--- src/cbc_regs.vh ---
`ifndef CBC_REGS_VH
`define CBC_REGS_VH

// ****************************************************************
// register indices (byte address = index * 4)
// ****************************************************************
`define CBC_IDX_HOLDOFF      8'h12
`define CBC_IDX_BAL_CONFIG   8'h13
`define CBC_IDX_DRAIN_EN     8'h14
`define CBC_IDX_TEST_CONFIG  8'h1E

// ****************************************************************
// field positions
// ****************************************************************
`define CBC_DUR_MSB          7
`define CBC_DUR_LSB          4
`define CBC_KEEP_BIT         3
`define CBC_SQUEEZE_BIT      4

// ****************************************************************
// reset values
// ****************************************************************
`define CBC_HOLDOFF_RST      8'h00
`define CBC_BAL_CONFIG_RST   8'h00
`define CBC_DRAIN_EN_RST     16'h0000
`define CBC_TEST_CONFIG_RST  16'h0000

// ****************************************************************
// fault flags: the user checksum error never clears balancing
// ****************************************************************
`define CBC_FAULT_W          16
`define CBC_FAULT_CKSUM_BIT  0

// ****************************************************************
// timing: clock rate and balance durations in seconds
// ****************************************************************
// one second of the 40 MHz clock, sized to the prescaler width
`define CBC_SEC_CYCLES       26'h262_5A00
`define CBC_DUR_S_1          12'h001
`define CBC_DUR_S_2          12'h03C
`define CBC_DUR_S_3          12'h078
`define CBC_DUR_S_4          12'h12C
`define CBC_DUR_S_5          12'h258
`define CBC_DUR_S_6          12'h384
`define CBC_DUR_S_7          12'h4B0
`define CBC_DUR_S_8          12'h708
`define CBC_DUR_S_9          12'hE10

`endif

--- src/cbc_bal_timer.v ---
`timescale 1ns/1ps
`default_nettype none
`include "cbc_regs.vh"

module cbc_bal_timer #(
    parameter [25:0] SEC_CYCLES = `CBC_SEC_CYCLES
) (
    // clock and reset
    input  wire        ref_clk,
    input  wire        arst_n,
    // control
    input  wire        restart,
    input  wire        active,
    input  wire [3:0]  duration,
    // one-cycle pulse when the selected time has run out
    output reg         expire
);

    reg  [25:0] prescale_reg;
    reg  [11:0] secs_reg;
    reg  [11:0] limit;
    wire        tick = (prescale_reg == SEC_CYCLES - 26'h1);

    // duration code to seconds; reserved codes leave the timer off
    always @*
    begin
        case (duration)
            4'h1:    limit = `CBC_DUR_S_1;
            4'h2:    limit = `CBC_DUR_S_2;
            4'h3:    limit = `CBC_DUR_S_3;
            4'h4:    limit = `CBC_DUR_S_4;
            4'h5:    limit = `CBC_DUR_S_5;
            4'h6:    limit = `CBC_DUR_S_6;
            4'h7:    limit = `CBC_DUR_S_7;
            4'h8:    limit = `CBC_DUR_S_8;
            4'h9:    limit = `CBC_DUR_S_9;
            default: limit = 12'h000;
        endcase
    end

    // seconds counter; restart, active low or a zero limit clears it
    always @(posedge ref_clk or negedge arst_n)
    begin
        if (!arst_n)
        begin
            prescale_reg <= 26'h000_0000;
            secs_reg     <= 12'h000;
            expire       <= 1'b0;
        end
        else if (restart || !active || limit == 12'h000)
        begin
            prescale_reg <= 26'h000_0000;
            secs_reg     <= 12'h000;
            expire       <= 1'b0;
        end
        else if (tick)
        begin
            prescale_reg <= 26'h000_0000;
            secs_reg     <= secs_reg + 12'h001;
            expire       <= (secs_reg + 12'h001 == limit);
        end
        else
        begin
            prescale_reg <= prescale_reg + 26'h000_0001;
            expire       <= 1'b0;
        end
    end

endmodule // cbc_bal_timer

`default_nettype wire

--- src/cbc_holdoff.v ---
`timescale 1ns/1ps
`default_nettype none

module cbc_holdoff (
    // clock and reset
    input  wire        ref_clk,
    input  wire        arst_n,
    // from the uart framing logic, holdoff from the register
    input  wire        stop_bit_done,
    input  wire        bit_tick,
    input  wire [7:0]  holdoff,
    // level: transmitter may start its response
    output reg         tx_permit
);

    reg [7:0] count_reg;

    // count bit periods after each received stop bit
    always @(posedge ref_clk or negedge arst_n)
    begin
        if (!arst_n)
        begin
            count_reg <= 8'h00;
            tx_permit <= 1'b1;
        end
        else if (stop_bit_done)
        begin
            count_reg <= holdoff;
            tx_permit <= (holdoff == 8'h00);
        end
        else if (bit_tick && count_reg != 8'h00)
        begin
            count_reg <= count_reg - 8'h01;
            tx_permit <= (count_reg == 8'h01);
        end
    end

endmodule // cbc_holdoff

`default_nettype wire

--- src/cbc_top.v ---
// Summary of operation
// - transmitter waits holdoff bit periods after a received stop bit before responding.
// - duration code 0 off, 1 one second, 2..9 one to sixty minutes, rest reserved.
// - balance timer is separate from the comm timeout; traffic never restarts it.
// - any non-zero write to the drain enables restarts the balance timer.
// - keep-on-fault low and any fault but checksum set clears all drain enables.
// - under that same condition, writes to the drain enables are ignored.
// - keep-on-fault high makes faults irrelevant to the drain enables.
// - drain enable bit n drives output n for cell n+1; one means on.
// - wire-test select high routes enables to squeeze resistors, low to balancing.
// - balance config bits 2:0 read zero whatever is written.
// - wire-test select is bit 4 of the test configuration register.
//
// The APB interface to the registers was chosen for this implementation.
`timescale 1ns/1ps
`default_nettype none
`include "cbc_regs.vh"

module cbc_top #(
    parameter [25:0] SEC_CYCLES = `CBC_SEC_CYCLES
) (
    // clock and reset
    input  wire                    ref_clk,
    input  wire                    arst_n,
    // apb slave
    input  wire                    psel,
    input  wire                    penable,
    input  wire                    pwrite,
    input  wire [7:0]              paddr,
    input  wire [31:0]             pwdata,
    input  wire [3:0]              pstrb,
    output reg  [31:0]             prdata,
    output wire                    pready,
    output wire                    pslverr,
    // fault flags from the fault registers
    input  wire [`CBC_FAULT_W-1:0] fault_flags,
    // uart framing handshake
    input  wire                    stop_bit_done,
    input  wire                    bit_tick,
    output wire                    tx_permit,
    // drain and squeeze drives, one per cell
    output reg  [15:0]             balance_drive,
    output reg  [15:0]             squeeze_drive,
    output reg                     wire_test_active
);

    // ****************************************************************
    // register storage
    // ****************************************************************
    reg  [7:0]  response_holdoff_reg;
    reg  [7:0]  balance_config_reg;
    reg  [15:0] cell_drain_enables_reg;
    reg  [15:0] cell_drain_enables_next;
    reg  [15:0] test_config_reg;

    // ****************************************************************
    // apb decode
    // ****************************************************************
    wire        setup_phase  = psel && !penable;
    wire        access_phase = psel && penable;
    wire        wr_access    = access_phase && pwrite;
    wire [7:0]  reg_index    = {2'b00, paddr[7:2]};
    wire        hit_holdoff  = (reg_index == `CBC_IDX_HOLDOFF);
    wire        hit_config   = (reg_index == `CBC_IDX_BAL_CONFIG);
    wire        hit_drain    = (reg_index == `CBC_IDX_DRAIN_EN);
    wire        hit_test     = (reg_index == `CBC_IDX_TEST_CONFIG);
    wire        hit_any      = hit_holdoff || hit_config || hit_drain || hit_test;
    wire        aligned      = (paddr[1:0] == 2'b00);
    wire        mapped       = hit_any && aligned;

    // zero wait states; an unmapped or misaligned address errors
    assign pready  = 1'b1;
    assign pslverr = access_phase && !mapped;

    wire        wr_holdoff   = wr_access && mapped && hit_holdoff && pstrb[0];
    wire        wr_config    = wr_access && mapped && hit_config && pstrb[0];
    wire        wr_drain     = wr_access && mapped && hit_drain && (pstrb[1:0] != 2'b00);
    wire        wr_test      = wr_access && mapped && hit_test && pstrb[0];

    // ****************************************************************
    // fields
    // ****************************************************************
    wire [3:0]  balance_duration        =
        balance_config_reg[`CBC_DUR_MSB:`CBC_DUR_LSB];
    wire        keep_balancing_on_fault = balance_config_reg[`CBC_KEEP_BIT];
    wire        wire_test_resistor_select =
        test_config_reg[`CBC_SQUEEZE_BIT];

    // ****************************************************************
    // fault qualification
    // ****************************************************************
    // the user checksum error is masked out; it never stops balancing
    wire [`CBC_FAULT_W-1:0] fault_mask;
    genvar gi;
    generate
        for (gi = 0; gi < `CBC_FAULT_W; gi = gi + 1)
        begin : g_mask
            assign fault_mask[gi] = (gi != `CBC_FAULT_CKSUM_BIT);
        end
    endgenerate

    wire        user_checksum_error = fault_flags[`CBC_FAULT_CKSUM_BIT];
    wire        fault_active = |(fault_flags & fault_mask);
    // a held fault both clears and locks the enables unless kept on
    wire        fault_lock   = fault_active && !keep_balancing_on_fault;

    // ****************************************************************
    // drain enable write data with byte lanes
    // ****************************************************************
    reg  [15:0] drain_wdata;

    always @*
    begin
        drain_wdata = cell_drain_enables_reg;
        if (pstrb[0])
        begin
            drain_wdata[7:0] = pwdata[7:0];
        end
        if (pstrb[1])
        begin
            drain_wdata[15:8] = pwdata[15:8];
        end
    end

    // a locked write does not count, so it cannot restart the timer
    wire        drain_wr_ok  = wr_drain && !fault_lock;
    wire        timer_restart = drain_wr_ok && (drain_wdata != 16'h0000);

    // ****************************************************************
    // balance timer
    // ****************************************************************
    wire        timer_expire;

    // only the drain enable write restarts it; the uart has no path
    cbc_bal_timer #(
        .SEC_CYCLES (SEC_CYCLES)
    ) u_timer (
        .ref_clk    (ref_clk),
        .arst_n     (arst_n),
        .restart    (timer_restart),
        .active     (cell_drain_enables_reg != 16'h0000),
        .duration   (balance_duration),
        .expire     (timer_expire)
    );

    // ****************************************************************
    // drain enable next value
    // ****************************************************************
    // fault clear beats everything; a fresh write beats a timer expiry,
    // since that write also restarts the timer
    always @*
    begin
        cell_drain_enables_next = cell_drain_enables_reg;
        if (fault_lock)
        begin
            cell_drain_enables_next = 16'h0000;
        end
        else if (drain_wr_ok)
        begin
            cell_drain_enables_next = drain_wdata;
        end
        else if (timer_expire)
        begin
            cell_drain_enables_next = 16'h0000;
        end
    end

    // ****************************************************************
    // register update
    // ****************************************************************
    always @(posedge ref_clk or negedge arst_n)
    begin
        if (!arst_n)
        begin
            response_holdoff_reg   <= `CBC_HOLDOFF_RST;
            balance_config_reg     <= `CBC_BAL_CONFIG_RST;
            cell_drain_enables_reg <= `CBC_DRAIN_EN_RST;
            test_config_reg        <= `CBC_TEST_CONFIG_RST;
        end
        else
        begin
            cell_drain_enables_reg <= cell_drain_enables_next;
            if (wr_holdoff)
            begin
                response_holdoff_reg <= pwdata[7:0];
            end
            if (wr_config)
            begin
                // reserved low bits are never stored
                balance_config_reg <= {pwdata[7:3], 3'b000};
            end
            if (wr_test)
            begin
                // only the wire-test select is implemented here
                test_config_reg <= {11'h000, pwdata[`CBC_SQUEEZE_BIT], 4'h0};
            end
        end
    end

    // ****************************************************************
    // read data
    // ****************************************************************
    // captured in the setup cycle; the access cycle shows that snapshot
    reg  [31:0] read_mux;

    always @*
    begin
        read_mux = 32'h0000_0000;
        case (reg_index)
            `CBC_IDX_HOLDOFF:
                read_mux = {24'h00_0000, response_holdoff_reg};
            `CBC_IDX_BAL_CONFIG:
                read_mux = {24'h00_0000, balance_config_reg[7:3], 3'b000};
            `CBC_IDX_DRAIN_EN:
                read_mux = {16'h0000, cell_drain_enables_reg};
            `CBC_IDX_TEST_CONFIG:
                read_mux = {16'h0000, test_config_reg};
            default:
                read_mux = 32'h0000_0000;
        endcase
        if (!aligned)
        begin
            read_mux = 32'h0000_0000;
        end
    end

    always @(posedge ref_clk or negedge arst_n)
    begin
        if (!arst_n)
        begin
            prdata <= 32'h0000_0000;
        end
        else if (setup_phase && !pwrite)
        begin
            prdata <= read_mux;
        end
    end

    // ****************************************************************
    // output routing
    // ****************************************************************
    // registered so the external fets never see decode glitches
    always @(posedge ref_clk or negedge arst_n)
    begin
        if (!arst_n)
        begin
            balance_drive    <= 16'h0000;
            squeeze_drive    <= 16'h0000;
            wire_test_active <= 1'b0;
        end
        else
        begin
            wire_test_active <= wire_test_resistor_select;
            if (wire_test_resistor_select)
            begin
                balance_drive <= 16'h0000;
                squeeze_drive <= cell_drain_enables_next;
            end
            else
            begin
                balance_drive <= cell_drain_enables_next;
                squeeze_drive <= 16'h0000;
            end
        end
    end

    // ****************************************************************
    // response holdoff
    // ****************************************************************
    // the checksum flag is deliberately unused past this point
    wire        unused_cksum = user_checksum_error;

    cbc_holdoff u_holdoff (
        .ref_clk       (ref_clk),
        .arst_n        (arst_n),
        .stop_bit_done (stop_bit_done),
        .bit_tick      (bit_tick),
        .holdoff       (response_holdoff_reg),
        .tx_permit     (tx_permit)
    );

endmodule // cbc_top

`default_nettype wire

--- config.mk ---
export PLATFORM = sky130hd
export DESIGN_NAME = cbc_top
export DESIGN_NICKNAME = d
export VERILOG_FILES = /design/src/cbc_bal_timer.v /design/src/cbc_holdoff.v /design/src/cbc_top.v
export VERILOG_INCLUDE_DIRS = /design/src /design/src/src
export SDC_FILE = /design/constraint.sdc
export NUM_CORES = 1
export LEC_CHECK = 0
export BUFFER_PORTS_ARGS = -buffer_cell sky130_fd_sc_hd__buf_2
export CAP_MARGIN = 10
export CORE_ASPECT_RATIO = 0.9
export CORE_MARGIN = 10
export CORE_UTILIZATION = 38
export CTS_BUF_LIST = sky130_fd_sc_hd__clkbuf_4
export CTS_CLUSTER_SIZE = 30
export DETAILED_ROUTE_END_ITERATION = 16
export HOLD_SLACK_MARGIN = 0.03
export RECOVER_POWER = 100
export SYNTH_ARGS = -nofsm -noshare
export SYNTH_HDL_FRONTEND = slang
export SYNTH_SLANG_ARGS = --single-unit
--- constraint.sdc ---
create_clock -name ref_clk -period 2.6 [get_ports ref_clk]
set_clock_uncertainty 0.2 [all_clocks]
set_input_delay 0.26 -clock ref_clk [delete_from_list [all_inputs] [get_ports ref_clk]]
set_output_delay 0.26 -clock ref_clk [all_outputs]
set_load 0.01 [all_outputs]
==> impl_metrics.tcl, run 1 <==
set metrics [dict create \
    status "completed" \
    final.setup.worst_slack_ns 0.148 \
    relSlewSlack_pct 10.6 \
    grt_overflow 0 \
    tightest_slew_ns 1.34 \
    final_cell_count_no_fill 987 \
    worstPathRequired_ns 2.84 \
    cp-start-kind "flip-flop" \
    finalCritPeriodShare_pct 94.3 \
    netlist_area_um2 6250 \
    cts_buffer_depth 2 \
    wl_mm 16.9 \
    grt_pass1_vias 5345 \
    clkTransAtPathRegs_ns 0.13 \
    synth_ff_type "dfrtp_1" \
    clk-insertion-delay-late_ns 0.56 \
    p_sw_mw 1.17 \
    switching_share_pct 30.5 \
    combinationalPowerShare_pct 12.6 \
    crit_family "simple AND/OR/NAND/NOR gates" \
    internal_power_mw 2.66 \
    largest_reg_flops 26 \
    yosysWarnings 0 \
    vias_per_cell 5.19 \
    drive_gt1_share_pct 16.6 \
    cp_num_buf_inv 1 \
    nets 844 \
    area_growth_pct 19.6 \
    cts_tree "built" \
    worstSetupStartpoint "u_holdoff.count_reg[3]" \
    crit_type "flip-flop to flip-flop" \
    synth_cell_types 59 \
    syn_avg_cell_area_um2 10.1 \
    synthCells 617 \
    die-area_um2 22000 \
    drtAntennaViolNets 0 \
    cp.arrival_ns 2.69 \
    async_flop_share_pct 100 \
    worstPathCellList "or4_1 -> o41a_1 -> clkbuf_1 -> nor4b_2 -> nor2b_1 -> xnor2_1 -> o21ai_0" \
    leakage_nw 3.14 \
    post-dp-hpwl_mm 12.8 \
    max-vdd-ir-drop_mv 0.434 \
    dp_slack_ns -0.159 \
    die_y_um 142 \
    cp-end-kind "flip-flop" \
    fmax_mhz 408 \
    final_hold_viol_count 0 \
    ios 135 \
    ys_ff_latch 127 \
    yosys.area.top_type "dfrtp_1" \
    synth-edff-count 0 \
    grt_pass1_wl_mm 27.3 \
    drc 0 \
    synthTopCellsByArea "dfrtp_1 (50%), nor2_1 (6.8%), xnor2_1 (4.3%)" \
    holdCritPathClass "input pin to flip-flop" \
    pwr-share-clk_pct 32.9 \
    cpPeakStageDelay_ns 0.57 \
    r2r_start "u_holdoff.count_reg[3]" \
    min_from "paddr[0]" \
    max-cap-violations 0 \
    power_frac_seq_pct 54.5 \
    power.density_nw_per_um2 511 \
    post_drt_wl_per_cell_um 17.1 \
    grt_max_degree 54 \
    cts_sinks 127 \
    dr_total_vias 5125 \
    yosysSeqAreaShare_pct 50.8 \
    drtIter0Drc 356 \
    initial_core_util_pct 38.8 \
    grtUsageTotal_pct 15.4 \
    cp_slowest_cell "or4_1" \
    antenna_found_initial 1 \
    cts_max_level 4 \
    fillerInstances 1561 \
    gp_routability_congestion 0.920 \
    synth_top_area_share_pct 50.4 \
    cts-buffers-inserted 17 \
    final_area_um2 7480 \
    drv_slew 0 \
    placed_cell_area_um2 7130 \
    cts_root_buffer "clkbuf_4" \
    numPlacedInstances 931 \
    die_w_um 155 \
    coreArea_um2 16100 \
    drtPass1Iterations 5 \
    rows 44 \
    io_buffer_count 98 \
    crit_fanout 5 \
    finalCriticalPeriod_ns 2.45 \
    setup_violations 0 \
]
worst reg2reg max path, cell delays in order, from the launching register on:
cell and delay (ns):
dfrtp_1 0.44, or4_1 0.57, o41a_1 0.35, clkbuf_1 0.18, nor4b_2 0.22, nor2b_1 0.16
xnor2_1 0.14, o21ai_0 0.09
path summary, 6_finish.rpt:
check / to / slack, ns / cells past startpoint
max: u_holdoff.count_reg[7] / 0.15 / 7
min: prdata[8] / 0.06 / 5
max reg2reg: u_holdoff.count_reg[7] / 0.15 / 7
min reg2reg: u_timer.prescale_reg[0] / 0.27 / 1
max in group asynchronous: balance_config_reg[6] / 0.48 / 3
min in group asynchronous: prdata[1] / 0.65 / 3
stage by stage:
step | total power [mW] | TNS (ns) | util [%] | hold slack (ns)
finish | 3.83 | 0 | 46.4 | 0.0600
global route | 4.02 | -0.00251 | 46.4 | 0.0676
CTS | 3.87 | 0 | 47.2 | 0.0328
detailed placement | 2.59 | -2.71 | 44.2 | 0.00140
global placement | 2.56 | -1.86 | 44.2 | -0.00690
floorplan | 2.42 | 0 | - | -0.236
routing by layer:
layer | part of all wire, % | vias up | wire (um) | track usage (%)
met5 | 0 | - | 0 | 0
met4 | 0.80 | 0 | 136 | 3.99
met3 | 7.5 | 10 | 1260 | 4.99
met2 | 47 | 165 | 7930 | 24.5
met1 | 45 | 2528 | 7570 | 19.8
li1 | - | 2422 | - | -
cell usage after synthesis (2+ instances only):
master     count
nand3_1       17
and3_1         6
o2111ai_1      3
or3_1          3
xnor2_1       31
mux2_2        17
buf_4         20
conb_1         2
o21ai_0       10
nor4_1        15
ha_1          11
a22oi_1       21
nand4_1       13
nor2b_1        4
a22o_1         8
o22ai_1        4
inv_1         13
nor3b_1        9
a21oi_1       11
xor2_1        22
xnor3_1        2
mux2i_1       11
and2_1         3
o31ai_1        8
and4_1         2
a2111oi_0      2
or2_2          2
nor2_1       114
nor3_1        19
nand2b_1       6
nand2_1       35
dfrtp_1      126
or4_1          2
buf_2          3
buf_1          4
clkbuf_1      15
power groups by stage:
stage          Clock [mW]  Combinational [mW]  Sequential [mW]
6_report             1.26               0.483             2.09
5_1_grt              1.39               0.542             2.09
4_1_cts              1.29               0.499             2.08
3_5_place_dp            0               0.468             2.12
3_3_place_gp            0               0.448             2.11
2_1_floorplan           0               0.310             2.11
cells by family (layout without fill, tap and decap cells):
kind of cell,after synthesis,after routing,synth area share (%)
simple gates,260,260,20.2
compound gates,79,79,9.16
other cells,2,18,0.120
mux,28,28,4.82
buf+inv,55,202,4.56
fa+ha+maj,11,11,2.20
xor+xnor,55,55,8.14
flops,127,127,50.8
cells in the final DEF (no fill, tap or decap), drive strengths merged, types with 6 or more instances in the layout:
cell	count
nor2	114
buf	68
xor2	22
a22oi	21
nor3b	10
dfrtp	126
xnor2	31
dlygate4sd3	23
mux2i	11
conb	17
and3	6
o21ai	10
inv	22
nand2b	6
ha	11
a22o	8
a21oi	11
nand3	17
nand2	35
clkbuf	83
nor3	20
o31ai	9
nand4	13
nor4	15
mux2	17
timing repair:
action                                  in CTS  in global routing
resized for setup                            1                  5
endpoints found under the setup margin       1                  4
hold endpoints to repair                   193                  0
setup buffers                                0                  0
pin swaps                                    0                  0
hold buffers                                23                  0
final cells by class:
class / count / area [um2] / area share (%)
diodes: 1 / 2.50 / 0.0334
clock buffers: 17 / 128 / 1.71
clock inverters: 15 / 125 / 1.67
inverters: 13 / 48.8 / 0.652
multi-input cells: 450 / 2860 / 38.2
flip-flops and latches: 127 / 3180 / 42.5
well taps: 207 / 259 / 3.46
repair buffers: 157 / 880 / 11.8
(Power assumes the default switching activity.)
==> run 2: changes to the inputs <==
ABC_AREA = 1   (was not set)
==> run 2 against run 1 <==
  * Final cell count up 32%
  * Largest power group unchanged
  * Power fell by 6.7%
  * First-iteration DRC count grew 4.8%
  * Non-clock buffer count is 16 lower
  * Maximum frequency about the same
==> impl_metrics.tcl, run 2 <==
set metrics [dict create \
    max-vdd-ir-drop_mv 0.328 \
    cp_slowest_cell "dlygate4sd3_1" \
    final_hold_viol_count 0 \
    finalCriticalPeriod_ns 2.45 \
    cts_setup_buffers 0 \
    cts-resized-gates 0 \
    power.density_nw_per_um2 434 \
    cts_tree "built" \
    grtUsageTotal_pct 16.6 \
    clkTransAtPathRegs_ns 0.12 \
    yosys.area.top_type "dfrtp_1" \
    coreArea_um2 18300 \
    crit_type "input pin to flip-flop" \
    dp_slack_ns 0.205 \
    synthAdderAreaFrac_pct 1.94 \
    drc 0 \
    worstPathCellList "dlygate4sd3_1 -> buf_2 -> inv_1 -> nand2_1 -> nor2_1 -> o21ai_0 -> nand3_2 -> nand3_4 -> nor2_2 -> nand3_1 -> dlygate4sd3_1 -> o21ai_0" \
    synth_top_family_by_area "simple AND/OR/NAND/NOR gates" \
    cts_buffer_depth 2 \
    cp-start-kind "input pin" \
    fmax_mhz 408 \
    ys_ff_latch 127 \
    final_cell_mix "nand2_1 (235), dfrtp_1 (126), inv_1 (113)" \
    gp_routability_congestion 0.897 \
    cts_sinks 127 \
    crit_fanout 3 \
    grt-busiest-layer "met2" \
    die_y_um 150 \
    synth.area.mux_share_pct 0 \
    met3_usage_pct 4.53 \
    synth_top_area_share_pct 44.5 \
    final_area_um2 8220 \
    antenna_found_initial 1 \
    post-route-util_pct 44.8 \
    vias_per_cell 4.78 \
    rows 47 \
    status "completed" \
    grt_pass1_vias 6207 \
    post_drt_wl_per_cell_um 14.9 \
    yosysWarnings 0 \
    wl_mm 19.5 \
    cts_max_level 4 \
    post-dp-hpwl_mm 14.5 \
    synthCells 911 \
    netlist_area_um2 7090 \
    cp-end-kind "flip-flop" \
    yosys-top-cells-count "nand2_1 (224), dfrtp_1 (126), inv_1 (112)" \
    tightest_slew_ns 1.23 \
    fin_hold_ws_ns 0.0749 \
    relSlewSlack_pct 18.2 \
    drv_slew 0 \
    nets 1126 \
    crit_family "buffers and inverters" \
    clk-insertion-delay-late_ns 0.57 \
    yosysSeqAreaShare_pct 44.8 \
    drtAntennaViolNets 0 \
    cp_num_buf_inv 4 \
    synthTopCellsByArea "dfrtp_1 (44%), nand2_1 (12%), inv_1 (5.9%)" \
    synth_cell_types 45 \
    die_w_um 164 \
    numPlacedInstances 1243 \
    drive_gt1_share_pct 10.5 \
    synth-compound-area-share_pct 10.0 \
    synth_xor_area_share_pct 3.21 \
    tns_ns 0 \
    drtIter0Drc 373 \
    finalPower_mw 3.57 \
    worstPathRequired_ns 2.85 \
    ios 135 \
    final_cell_count_no_fill 1306 \
    use_met2_pct 25.8 \
    leakage_nw 3.79 \
    dr_total_vias 6244 \
    cpPeakStageDelay_ns 0.59 \
    synth_most_common_cell "nand2_1" \
    syn_avg_cell_area_um2 7.78 \
    cts_root_buffer "clkbuf_4" \
    synth-edff-count 0 \
    cts-buffers-inserted 17 \
    area_growth_pct 16.0 \
    layout_commonest_cell "nand2_1" \
    async_flop_share_pct 100 \
    finalCritPeriodShare_pct 94.2 \
    grt_overflow 0 \
    met1_usage_pct 22.3 \
    max-cap-violations 0 \
    yosys.area_share.simple_pct 29.7 \
    drtPass1Iterations 7 \
    largest_reg_flops 26 \
    holdCritPathClass "input pin to flip-flop" \
    rsz0062_at_grt "false" \
    grt_max_degree 49 \
    placed_cell_area_um2 7770 \
    die-area_um2 24500 \
    initial_core_util_pct 38.6 \
    grt_pass1_wl_mm 32.7 \
    io_buffer_count 98 \
    synth_ff_type "dfrtp_1" \
    r2r_slack_ns 0.24 \
    final.setup.worst_slack_ns 0.150 \
    setup_violations 0 \
    cp.arrival_ns 2.70 \
]
## run 2: worst paths after layout
path | cells past startpoint | end | startpoint
setup / recovery | 12 | test_config_reg[4] | paddr[7]
hold / removal | 6 | prdata[2] | paddr[5]
setup reg to reg | 10 | u_timer.secs_reg[0] | balance_config_reg[5]
hold reg to reg | 2 | u_holdoff.tx_permit | u_holdoff.tx_permit
max in group asynchronous | 4 | squeeze_drive[5] | arst_n
min in group asynchronous | 3 | u_timer.prescale_reg[9] | arst_n
## run 2: kinds of logic (layout without fill, tap and decap cells)
kind of cell | after synthesis | in the layout
and+or+nand+nor | 466 | 466
buffers and inverters | 154 | 288
DFF | 127 | 127
AOI/OAI and AO/OA | 125 | 125
xor gates and xnor gates | 26 | 26
adders and majority gates | 11 | 11
other | 2 | 18
## run 2: repair_timing
action                                  4_1_cts  5_1_grt
endpoints found under the hold margin       200        0
endpoints found under the setup margin        0        0
hold buffers                                 31        0
## run 2: routing by layer
| layer | vias up | wire [um] | share of wire, % |
|---|---|---|---|
| li1 | 3184 | - | - |
| met1 | 2850 | 9070 | 47 |
| met2 | 187 | 9000 | 46 |
| met3 | 23 | 1170 | 6.0 |
| met4 | 0 | 264 | 1.4 |
| met5 | - | 0 | 0 |
## run 2: report_power, final
part | total (mW) | leakage, nW | internal [mW] | switching [mW]
clock | 1.33 | 0.137 | 0.485 | 0.849
sequential | 1.99 | 1.75 | 1.98 | 0.00780
combinational | 0.247 | 1.91 | 0.0959 | 0.151
## run 2: area by class of cell
class | instances | area [um2]
sequential | 127 | 3180
inverter | 116 | 440
antenna | 1 | 2.50
clock inverter | 14 | 135
fill | 1904 | 10100
tap | 245 | 307
timing repair buffer | 141 | 836
multi-input combinational | 645 | 3190
clock buffer | 17 | 128
## run 2: tightest hold or removal path, delay by kind of cell
kind,cells,cell delay (ns)
AND/OR/NAND/NOR,4,0.36
buffers and inverters,1,0.11
AO/OA/AOI/OAI,1,0.08
